$ cat src/shared/atp_pkg.sv
package atp_pkg;

    // ****************************************
    // counter limits and control layout
    // ****************************************
    localparam logic [7:0] CNT_MAX     = 8'hff;
    localparam logic [7:0] CNT_BOTTOM  = 8'h00;
    localparam logic [7:0] CNT_ONE     = 8'h01;
    localparam int         CTL_FORCE   = 7;
    localparam int         CTL_WGM0    = 6;
    localparam int         CTL_COM_LSB = 4;
    localparam int         CTL_WGM1    = 3;
    localparam int         CTL_CS_LSB  = 0;

    // ****************************************
    // encodings and transfer timing
    // ****************************************
    typedef enum logic [1:0] {WGM_NORMAL, WGM_PHASE, WGM_CTC, WGM_FAST} atp_wgm_e;
    localparam logic [1:0] COM_OFF    = 2'h0;
    localparam logic [1:0] COM_CLR_UP = 2'h2;
    localparam logic [1:0] COM_SET_UP = 2'h3;
    localparam int         CH_CNT     = 0;
    localparam int         CH_OCR     = 1;
    localparam int         CH_CTL     = 2;
    localparam logic [1:0] XFER_EDGES = 2'h2;

    // prescaler tap mask per clock select code
    function automatic logic [9:0] presc_mask(input logic [2:0] sel);
        case (sel)
            3'h2:    presc_mask = 10'h007;
            3'h3:    presc_mask = 10'h01f;
            3'h4:    presc_mask = 10'h03f;
            3'h5:    presc_mask = 10'h07f;
            3'h6:    presc_mask = 10'h0ff;
            3'h7:    presc_mask = 10'h3ff;
            default: presc_mask = 10'h000;
        endcase
    endfunction

    // ****************************************
    // core state and its reset value
    // ****************************************
    typedef struct packed {
        logic [2:0]      xs;
        logic [7:0]      cnt;
        logic [7:0]      ocr;
        logic [7:0]      ctl;
        logic [7:0]      cnt_rd;
        logic            up;
        logic            out;
        logic [2:0]      busy;
        logic [2:0][7:0] tmp;
        logic [2:0][1:0] edg;
        logic            ovf;
        logic            cmf;
        logic [1:0]      ovp;
        logic [1:0]      cmp;
        logic            armed;
        logic            pend;
        logic            wake;
    } atp_core_s;
    localparam atp_core_s CORE_RST = '{up: 1'b1, armed: 1'b1, default: '0};

endpackage

$ cat src/shared/atp_tick_if.sv
`timescale 1ns/10ps
// carries the tick source and clock select to the prescaler and the tick back
interface atp_tick_if;
    logic       src_en;
    logic [2:0] sel;
    logic       tick;
    modport core  (output src_en, output sel, input tick);
    modport presc (input src_en, input sel, output tick);
endinterface

$ cat src/atp_prescaler.sv
`timescale 1ns/10ps
module atp_prescaler #(
    parameter int DIV_W = 10
) (
    // clock and reset
    input  wire logic  i_clock,
    input  wire logic  i_rst_n,
    // tick source and select
    atp_tick_if.presc  tk
);

    typedef struct packed {
        logic [DIV_W-1:0] div;
    } atp_presc_s;

    atp_presc_s s_q;
    atp_presc_s s_d;

    // ****************************************
    // divider chain
    // ****************************************
    // free-running so every divided tap shares one phase
    always_comb begin
        s_d = s_q;
        if (tk.src_en) begin
            s_d.div = s_q.div + 1'b1;
        end
    end

    always_ff @(posedge i_clock) begin
        if (!i_rst_n) begin
            s_q <= '0;
        end else begin
            s_q <= s_d;
        end
    end

    // tick when all tap bits are ones; select 0 stops the timer
    assign tk.tick = tk.src_en && (tk.sel != 3'h0) &&
        ((s_q.div & atp_pkg::presc_mask(tk.sel)) == atp_pkg::presc_mask(tk.sel));
endmodule

$ cat src/atp_timer.sv
`timescale 1ns/10ps
module atp_timer (
    // clock and reset
    input  wire logic       i_clock,
    input  wire logic       i_rst_n,
    // crystal clock pin and source select
    input  wire logic       i_crystal_clock_pin,
    input  wire logic       i_async_clock_select,
    // processor writes
    input  wire logic [7:0] i_wdata,
    input  wire logic       i_count_wr,
    input  wire logic       i_compare_wr,
    input  wire logic       i_control_wr,
    // flag clears and enables
    input  wire logic       i_overflow_flag_clr,
    input  wire logic       i_compare_flag_clr,
    input  wire logic       i_overflow_irq_enable,
    input  wire logic       i_compare_irq_enable,
    input  wire logic       i_sleep,
    input  wire logic       i_pin_dir_out,
    // register read-back
    output logic [7:0]      o_count_value,
    output logic [7:0]      o_compare_value,
    output logic [7:0]      o_timer_control,
    // async status
    output logic            o_count_update_busy,
    output logic            o_compare_update_busy,
    output logic            o_control_update_busy,
    // flags and wake
    output logic            o_overflow_flag,
    output logic            o_compare_match_flag,
    output logic            o_irq,
    output logic            o_wake,
    // compare output pin
    output logic            o_compare_output,
    output logic            o_compare_output_oe
);

    atp_pkg::atp_core_s s_q;
    atp_pkg::atp_core_s s_d;
    atp_tick_if         tk ();

    logic       xedge;
    logic       async_m;
    logic       tick;
    logic       phase;
    logic [1:0] com;
    logic       match;
    logic       cm_evt;
    logic       ov_evt;
    logic       irq_evt;
    logic       wake_now;
    logic       up_res;
    logic       dn_res;
    logic [2:0] wr;
    logic [2:0] xfer;

    // ****************************************
    // crystal edge and tick source
    // ****************************************
    // edge taken past the second flop so the first stays a pure synchroniser
    assign xedge    = s_q.xs[1] && !s_q.xs[2];
    assign async_m  = i_async_clock_select;
    assign tk.src_en = async_m ? xedge : 1'b1;
    assign tk.sel   = s_q.ctl[atp_pkg::CTL_CS_LSB +: 3];
    assign tick     = tk.tick;

    atp_prescaler #(
        .DIV_W (10)
    ) u_presc (
        .i_clock (i_clock),
        .i_rst_n (i_rst_n),
        .tk      (tk)
    );

    // ****************************************
    // mode decode and compare
    // ****************************************
    assign phase  = {s_q.ctl[atp_pkg::CTL_WGM1], s_q.ctl[atp_pkg::CTL_WGM0]}
                    == atp_pkg::WGM_PHASE;
    assign com    = s_q.ctl[atp_pkg::CTL_COM_LSB +: 2];
    assign up_res = (com == atp_pkg::COM_SET_UP);
    assign dn_res = (com == atp_pkg::COM_CLR_UP);
    // pending count or compare write blocks the comparator
    assign match  = (s_q.cnt == s_q.ocr)
                    && !s_q.busy[atp_pkg::CH_CNT]
                    && !s_q.busy[atp_pkg::CH_OCR];
    assign cm_evt = tick && match;
    // phase mode overflows on arrival at zero, others on wrap
    assign ov_evt = tick && (phase ? (!s_q.up && s_q.cnt == atp_pkg::CNT_ONE)
                                   : (s_q.cnt == atp_pkg::CNT_MAX));
    assign irq_evt = (ov_evt && i_overflow_irq_enable)
                     || (cm_evt && i_compare_irq_enable);
    assign wake_now = s_q.pend && xedge;
    assign wr = {i_control_wr, i_compare_wr, i_count_wr};

    // ****************************************
    // transfer completion per channel
    // ****************************************
    // sync mode lands next cycle; async needs the second crystal edge
    generate
        for (genvar ch = 0; ch < 3; ch++) begin : g_xfer
            assign xfer[ch] = s_q.busy[ch] && !wr[ch] && (!async_m
                || (xedge && s_q.edg[ch] == atp_pkg::XFER_EDGES - 2'h1));
        end
    endgenerate

    // ****************************************
    // next state
    // ****************************************
    always_comb begin
        s_d = s_q;
        s_d.xs = {s_q.xs[1:0], i_crystal_clock_pin};
        s_d.wake = 1'b0;

        // temporaries; a new write restarts its own channel only
        for (int ch = 0; ch < 3; ch++) begin
            if (wr[ch]) begin
                s_d.busy[ch] = 1'b1;
                s_d.tmp[ch]  = i_wdata;
                s_d.edg[ch]  = 2'h0;
            end else if (xfer[ch]) begin
                s_d.busy[ch] = 1'b0;
            end else if (s_q.busy[ch] && xedge) begin
                s_d.edg[ch] = s_q.edg[ch] + 2'h1;
            end
        end

        // dual-slope count, one tick held at the top
        if (tick) begin
            if (phase) begin
                if (s_q.up) begin
                    if (s_q.cnt == atp_pkg::CNT_MAX) begin
                        s_d.cnt = atp_pkg::CNT_MAX - 8'h01;
                        s_d.up  = 1'b0;
                    end else begin
                        s_d.cnt = s_q.cnt + 8'h01;
                    end
                end else begin
                    if (s_q.cnt == atp_pkg::CNT_BOTTOM) begin
                        s_d.cnt = atp_pkg::CNT_ONE;
                        s_d.up  = 1'b1;
                    end else begin
                        s_d.cnt = s_q.cnt - 8'h01;
                    end
                end
            end else begin
                s_d.cnt = s_q.cnt + 8'h01;
                s_d.up  = 1'b1;
            end
        end

        // waveform on the tick itself, no resync to the cpu side
        if (tick && phase && com != atp_pkg::COM_OFF) begin
            if (s_q.ocr == atp_pkg::CNT_BOTTOM) begin
                s_d.out = up_res;
            end else if (s_q.ocr == atp_pkg::CNT_MAX) begin
                s_d.out = dn_res;
            end else if (s_q.cnt == atp_pkg::CNT_MAX) begin
                // top takes the up-match result, covering a missed match too
                s_d.out = up_res;
            end else if (match) begin
                s_d.out = s_q.up ? up_res : dn_res;
            end
        end

        // landing a temporary beats the tick on the same edge
        if (xfer[atp_pkg::CH_CNT]) begin
            s_d.cnt = s_q.tmp[atp_pkg::CH_CNT];
        end
        if (xfer[atp_pkg::CH_OCR]) begin
            s_d.ocr = s_q.tmp[atp_pkg::CH_OCR];
        end
        if (xfer[atp_pkg::CH_CTL]) begin
            s_d.ctl = s_q.tmp[atp_pkg::CH_CTL];
            s_d.ctl[atp_pkg::CTL_FORCE] = 1'b0;
        end

        // async flags ride a short pipe into the cpu side
        s_d.ovp = {s_q.ovp[0], ov_evt && async_m};
        s_d.cmp = {s_q.cmp[0], cm_evt && async_m};
        if (i_overflow_flag_clr) begin
            s_d.ovf = 1'b0;
        end
        if (i_compare_flag_clr) begin
            s_d.cmf = 1'b0;
        end
        // set after clear so a same-cycle event survives
        if (async_m ? s_q.ovp[1] : ov_evt) begin
            s_d.ovf = 1'b1;
        end
        if (async_m ? s_q.cmp[1] : cm_evt) begin
            s_d.cmf = 1'b1;
        end

        // wake request waits for the next timer clock cycle
        if (async_m && i_sleep && s_q.armed && irq_evt) begin
            s_d.pend = 1'b1;
        end
        if (wake_now) begin
            s_d.pend  = 1'b0;
            s_d.armed = 1'b0;
            s_d.wake  = 1'b1;
        end else if (!s_q.armed && xedge) begin
            // a full crystal cycle must pass before the next wake
            s_d.armed = 1'b1;
        end

        // read-back copy frozen while the cpu clock sleeps
        if (!i_sleep && (!async_m || xedge)) begin
            s_d.cnt_rd = s_q.cnt;
        end
    end

    always_ff @(posedge i_clock) begin
        if (!i_rst_n) begin
            s_q <= atp_pkg::CORE_RST;
        end else begin
            s_q <= s_d;
        end
    end

    // ****************************************
    // outputs
    // ****************************************
    assign o_count_value         = s_q.cnt_rd;
    assign o_compare_value       = s_q.ocr;
    assign o_timer_control       = s_q.ctl;
    assign o_count_update_busy   = s_q.busy[atp_pkg::CH_CNT];
    assign o_compare_update_busy = s_q.busy[atp_pkg::CH_OCR];
    assign o_control_update_busy = s_q.busy[atp_pkg::CH_CTL];
    assign o_overflow_flag       = s_q.ovf;
    assign o_compare_match_flag  = s_q.cmf;
    assign o_irq = (s_q.ovf && i_overflow_irq_enable)
                   || (s_q.cmf && i_compare_irq_enable);
    assign o_wake                = s_q.wake;
    assign o_compare_output      = s_q.out;
    // disconnected action leaves the pin to the port
    assign o_compare_output_oe   = i_pin_dir_out && (com != atp_pkg::COM_OFF);
endmodule

$ cat config.mk
export PLATFORM = sky130hd
export DESIGN_NAME = atp_timer
export DESIGN_NICKNAME = d
export VERILOG_FILES = /design/src/shared/atp_pkg.sv /design/src/shared/atp_tick_if.sv /design/src/atp_prescaler.sv /design/src/atp_timer.sv
export SDC_FILE = /design/constraint.sdc
export NUM_CORES = 1
export LEC_CHECK = 0
export BUFFER_PORTS_ARGS = -buffer_cell sky130_fd_sc_hd__buf_2
export CAP_MARGIN = 5
export CORE_MARGIN = 2
export CORE_UTILIZATION = 60
export CTS_CLUSTER_DIAMETER = 30
export CTS_CLUSTER_SIZE = 10
export DETAILED_ROUTE_END_ITERATION = 8
export HOLD_SLACK_MARGIN = 0.15
export PLACE_DENSITY = 0.78
export SLEW_MARGIN = 20
export SYNTH_ARGS = -nofsm -noshare
export SYNTH_HDL_FRONTEND = slang
export SYNTH_SLANG_ARGS = --single-unit
$ cat constraint.sdc
create_clock -name i_clock -period 4.25 [get_ports i_clock]
set_clock_uncertainty 0.1 [all_clocks]
set_input_delay 0.2125 -clock i_clock [delete_from_list [all_inputs] [get_ports i_clock]]
set_output_delay 0.2125 -clock i_clock [all_outputs]
set_load 0.02 [all_outputs]
==> metrics.md <==
| Metric | Value |
|---|---|
| Required @ worst endpoint | `4.45 ns` |
| Antenna viol nets, final | `0` |
| Unrepaired setup endpoints after global routing | `no` |
| Routed met1 length | `4.577 mm` |
| Min-delay src | `i_control_wr` |
| Gr usage total | `25.35%` |
| Crit-path max FO | `9` |
| Vias after detailed routing | `3405` |
| Share of total power in sequential cells | `54.0%` |
| Hold-critical path depth | `3` |
| Die Span Y | `89.47 µm` |
| Number of buffers created by CTS | `9` |
| Largest cells by area after synthesis | `dfxtp_1 40%, mux2i_1 11%, nor2b_1 7.4%` |
| Pwr dens | `333.0 mW/mm²` |
| Synth Cell Area | `0.004383 mm²` |
| Post-Syn Area per Cell | `8.963 µm²` |
| Top Metal Used | `met4` |
| Aggregate negative setup slack | `0 ns` |
| # port buffers | `52` |
| LEAKAGE | `1.942 nW` |
| Ys flop type | `dfxtp_1` |
| CP Capture Type | `flop` |
| # diodes | `0` |
| Root buffer cell | `clkbuf_8` |
| Post-synth net total | `518` |
| CORE AREA | `0.007176 mm²` |
| Switching pwr | `402.4 µW` |
| H-tree levels | `3` |
| Clk buf depth | `2` |
| Resized Gates After CTS | `0` |
| Critical Path Source Type | `flop` |
| R2R Path Start | `s_q[78]` |
| Worst EP arrival | `3.08 ns` |
| Vias per inst | `5.510` |
| Comb power frac | `10.2%` |
| Max-Cap Viols | `0` |
| Mapped Cells | `489` |
| Slowest cell delay on critical path | `0.60 ns` |
| Leading area contributor after synthesis | `dfxtp_1` |
| Fin. max-slew vios | `0` |
| Die W | `89.47 µm` |
| Layout cells sized above 1 | `14.07%` |
| Grt ovf | `0` |
| Worst-margin pin slew | `0.8086 ns` |
| Cell Rows | `31` |
| Initial Util | `61.08%` |
| CTS tree | `done` |
| Top cell type's share of synthesized area | `39.74%` |
| Synth Register Bits | `87` |
| Clock latency on the worst-skew pair | `0.36 ns` |
| Yosys warning count | `0` |
| Largest net degree at the start of global routing | `56` |
| FMAX | `346.6 MHz` |
| Iteration-0 DRC count of the detailed router | `266` |
| Relative slew slack | `46.09%` |
| Peak supply drop | `0.2326 mV` |
| Placer Congestion | `0.9885` |
| Final wirelength | `9.575 mm` |
| Fin. Hold Viols | `0` |
| Residual DRC | `0` |
| First-pass GRT wire length | `15.47 mm` |
| Clk slew on worst S/H paths | `0.09 ns` |
| Status | `complete, no violations` |
| R2r worst-path depth | `7` |
| Worst path cell trace | `nand2b_1 > nand2_1 > nand4b_1 > nor2_1 > nand3_1 > o41ai_1 > dlygate4sd3_1` |
| Area Overhead vs Synth | `9.563%` |
| Crit Path Category | `reg2reg` |
| Vias in the first global route | `3084` |
| Post-DR wirelength/cell | `15.49 µm` |
| Seq/Total Area, Yosys | `39.74%` |
| Initial antenna violation count | `0` |
| Worst reg-to-reg setup slack | `1.37 ns` |
| Metal2 WL | `4.470 mm` |
| Power Internal | `1.197 mW` |
| Worst path slowest cell | `dlygate4sd3_1` |
| Fin util | `66.92%` |
| Netlist cell types | `53` |
| Sw frac | `25.16%` |
| Post-synth EDFFs | `0` |
| Routed met3 length | `352 µm` |
| Detailed Place HPWL | `6.650 mm` |
| Hold Path Class | `in2reg` |
| Tcrit/Tclk final | `67.88%` |
| DIE AREA | `0.008005 mm²` |
| Hold EP | `o_control_update_busy` |
| IO Pins | `54` |
| Fin crit period | `2.885 ns` |
| Clock share of power | `35.8%` |
| CTS Sinks | `87` |
| Ys async rst share | `0%` |
| RR Endpoint | `s_q[1]` |
| Final setup fails | `0` |
| Nets | `545` |
| Pre-antenna DRT Iters | `4` |
## how the worst max path moves through the flow
stage / cells past startpoint / from / slack, ns / endpoint
2_1_floorplan: 8 / s_q[68] / 2.13 / s_q[74]
3_3_place_gp: 6 / s_q[78] / 1.96 / s_q[71]
3_5_place_dp: 6 / s_q[78] / 1.89 / s_q[71]
4_1_cts: 7 / s_q[78] / 1.44 / s_q[1]
5_1_grt: 7 / s_q[78] / 1.10 / s_q[1]
6_report: 7 / s_q[78] / 1.37 / s_q[1]
## logic make-up (layout without fill, tap and decap cells)
family                   after synthesis  in the layout  share of synthesized area (%)
AO/OA/AOI/OAI                         87             87                          12.76
flip-flops                            87             87                          39.74
buffers and inverters                 67             97                          8.278
AND/OR/NAND/NOR                      172            172                          22.07
other                                  1              1                        0.08556
XOR/XNOR                              19             19                          3.797
multiplexers                          48             48                          10.99
adder cells (fa/ha/maj)                8              8                          2.284
## worst max-delay path, delay by kind of cell (launching register included)
kind | cells | cell delay [ns]
AOI/OAI and AO/OA | 1 | 0.38
buffers and inverters | 1 | 0.60
DFF | 1 | 0.31
and+or+nand+nor | 5 | 1.43
## cell usage after synthesis, types with 6 or more instances
library cell	instances
buf_4	26
nor2b_1	52
a31oi_1	6
xnor2_1	16
clkbuf_1	19
o21a_1	7
and2_1	14
ha_1	8
nand3_1	16
nand2b_1	7
nand2_1	22
mux2i_1	47
nor2_1	20
dfxtp_1	87
nor3_1	10
a21oi_1	15
inv_1	15
o21ai_0	26
a21boi_0	7
## sequential cells by signal (all words and copies together) (netlist names)
name	count
o_count_value	8
o_compare_value	8
o_compare_match_flag	1
s_q	43
u_presc.s_q	10
o_control_update_busy	1
o_timer_control	7
o_compare_update_busy	1
s_d	4
o_overflow_flag	1
o_count_update_busy	1
o_wake	1
o_compare_output	1
## through the flow
stage / cells / total power, mW / setup slack [ns] / hold WS [ns] / area, µm²
after floorplan: 489 / 0.9935 / 2.125 / 0.2398 / 4383
after global placement: 591 / 1.031 / 1.959 / 0.3154 / 4483
after detailed placement: 591 / 1.034 / 1.888 / 0.3206 / 4483
after CTS: 618 / 1.607 / 1.440 / 0.1560 / 4798
after global routing: 618 / 1.657 / 1.102 / 0.1743 / 4802
final: 618 / 1.599 / 1.365 / 0.1712 / 4802
## timing repair
item,CTS,global route
buffers inserted,0,0
hold buffers,13,0
endpoints found under the hold margin,27,0
## cells in the final DEF (no fill, tap or decap), types with 4 or more instances in the layout
| cell | n |
|---|---|
| a31oi_1 | 6 |
| a21boi_0 | 7 |
| nand2b_1 | 7 |
| ha_1 | 8 |
| xnor2_1 | 16 |
| nor2_1 | 20 |
| or4_1 | 5 |
| mux2i_1 | 47 |
| o21ai_0 | 26 |
| buf_2 | 52 |
| a211oi_1 | 4 |
| and3_1 | 5 |
| and2_1 | 14 |
| a21oi_1 | 14 |
| inv_1 | 15 |
| nand4_1 | 5 |
| nor3_1 | 10 |
| clkbuf_8 | 10 |
| dlygate4sd3_1 | 13 |
| o21a_1 | 7 |
| nand2_1 | 22 |
| dfxtp_1 | 87 |
| nand3_1 | 16 |
| nor2b_1 | 52 |
## metal layers
layer / global-route usage [%] / up-vias
li1: - / 1718
met3: 3.970 / 14
met4: 10.04 / 0
met5: 0 / -
met2: 40.74 / 70
met1: 34.19 / 1603
## layout make-up
type / instances / area (µm²)
Timing Repair Buffer: 68 / 412.9
Clock buffer: 11 / 141.4
Clock inverter: 3 / 43.79
Sequential cell: 87 / 1742
Fill cell: 601 / 2374
Inverter: 15 / 56.30
Tap cell: 99 / 123.9
Multi-Input combinational cell: 335 / 2282
## power groups by stage
stage	clock (mW)	combinational, mW	sequential (mW)
2_1_floorplan	0	0.120	0.873
3_3_place_gp	0	0.149	0.881
3_5_place_dp	0	0.152	0.883
4_1_cts	0.582	0.161	0.864
5_1_grt	0.610	0.179	0.868
6_report	0.572	0.163	0.864
(Power assumes the default switching activity.)
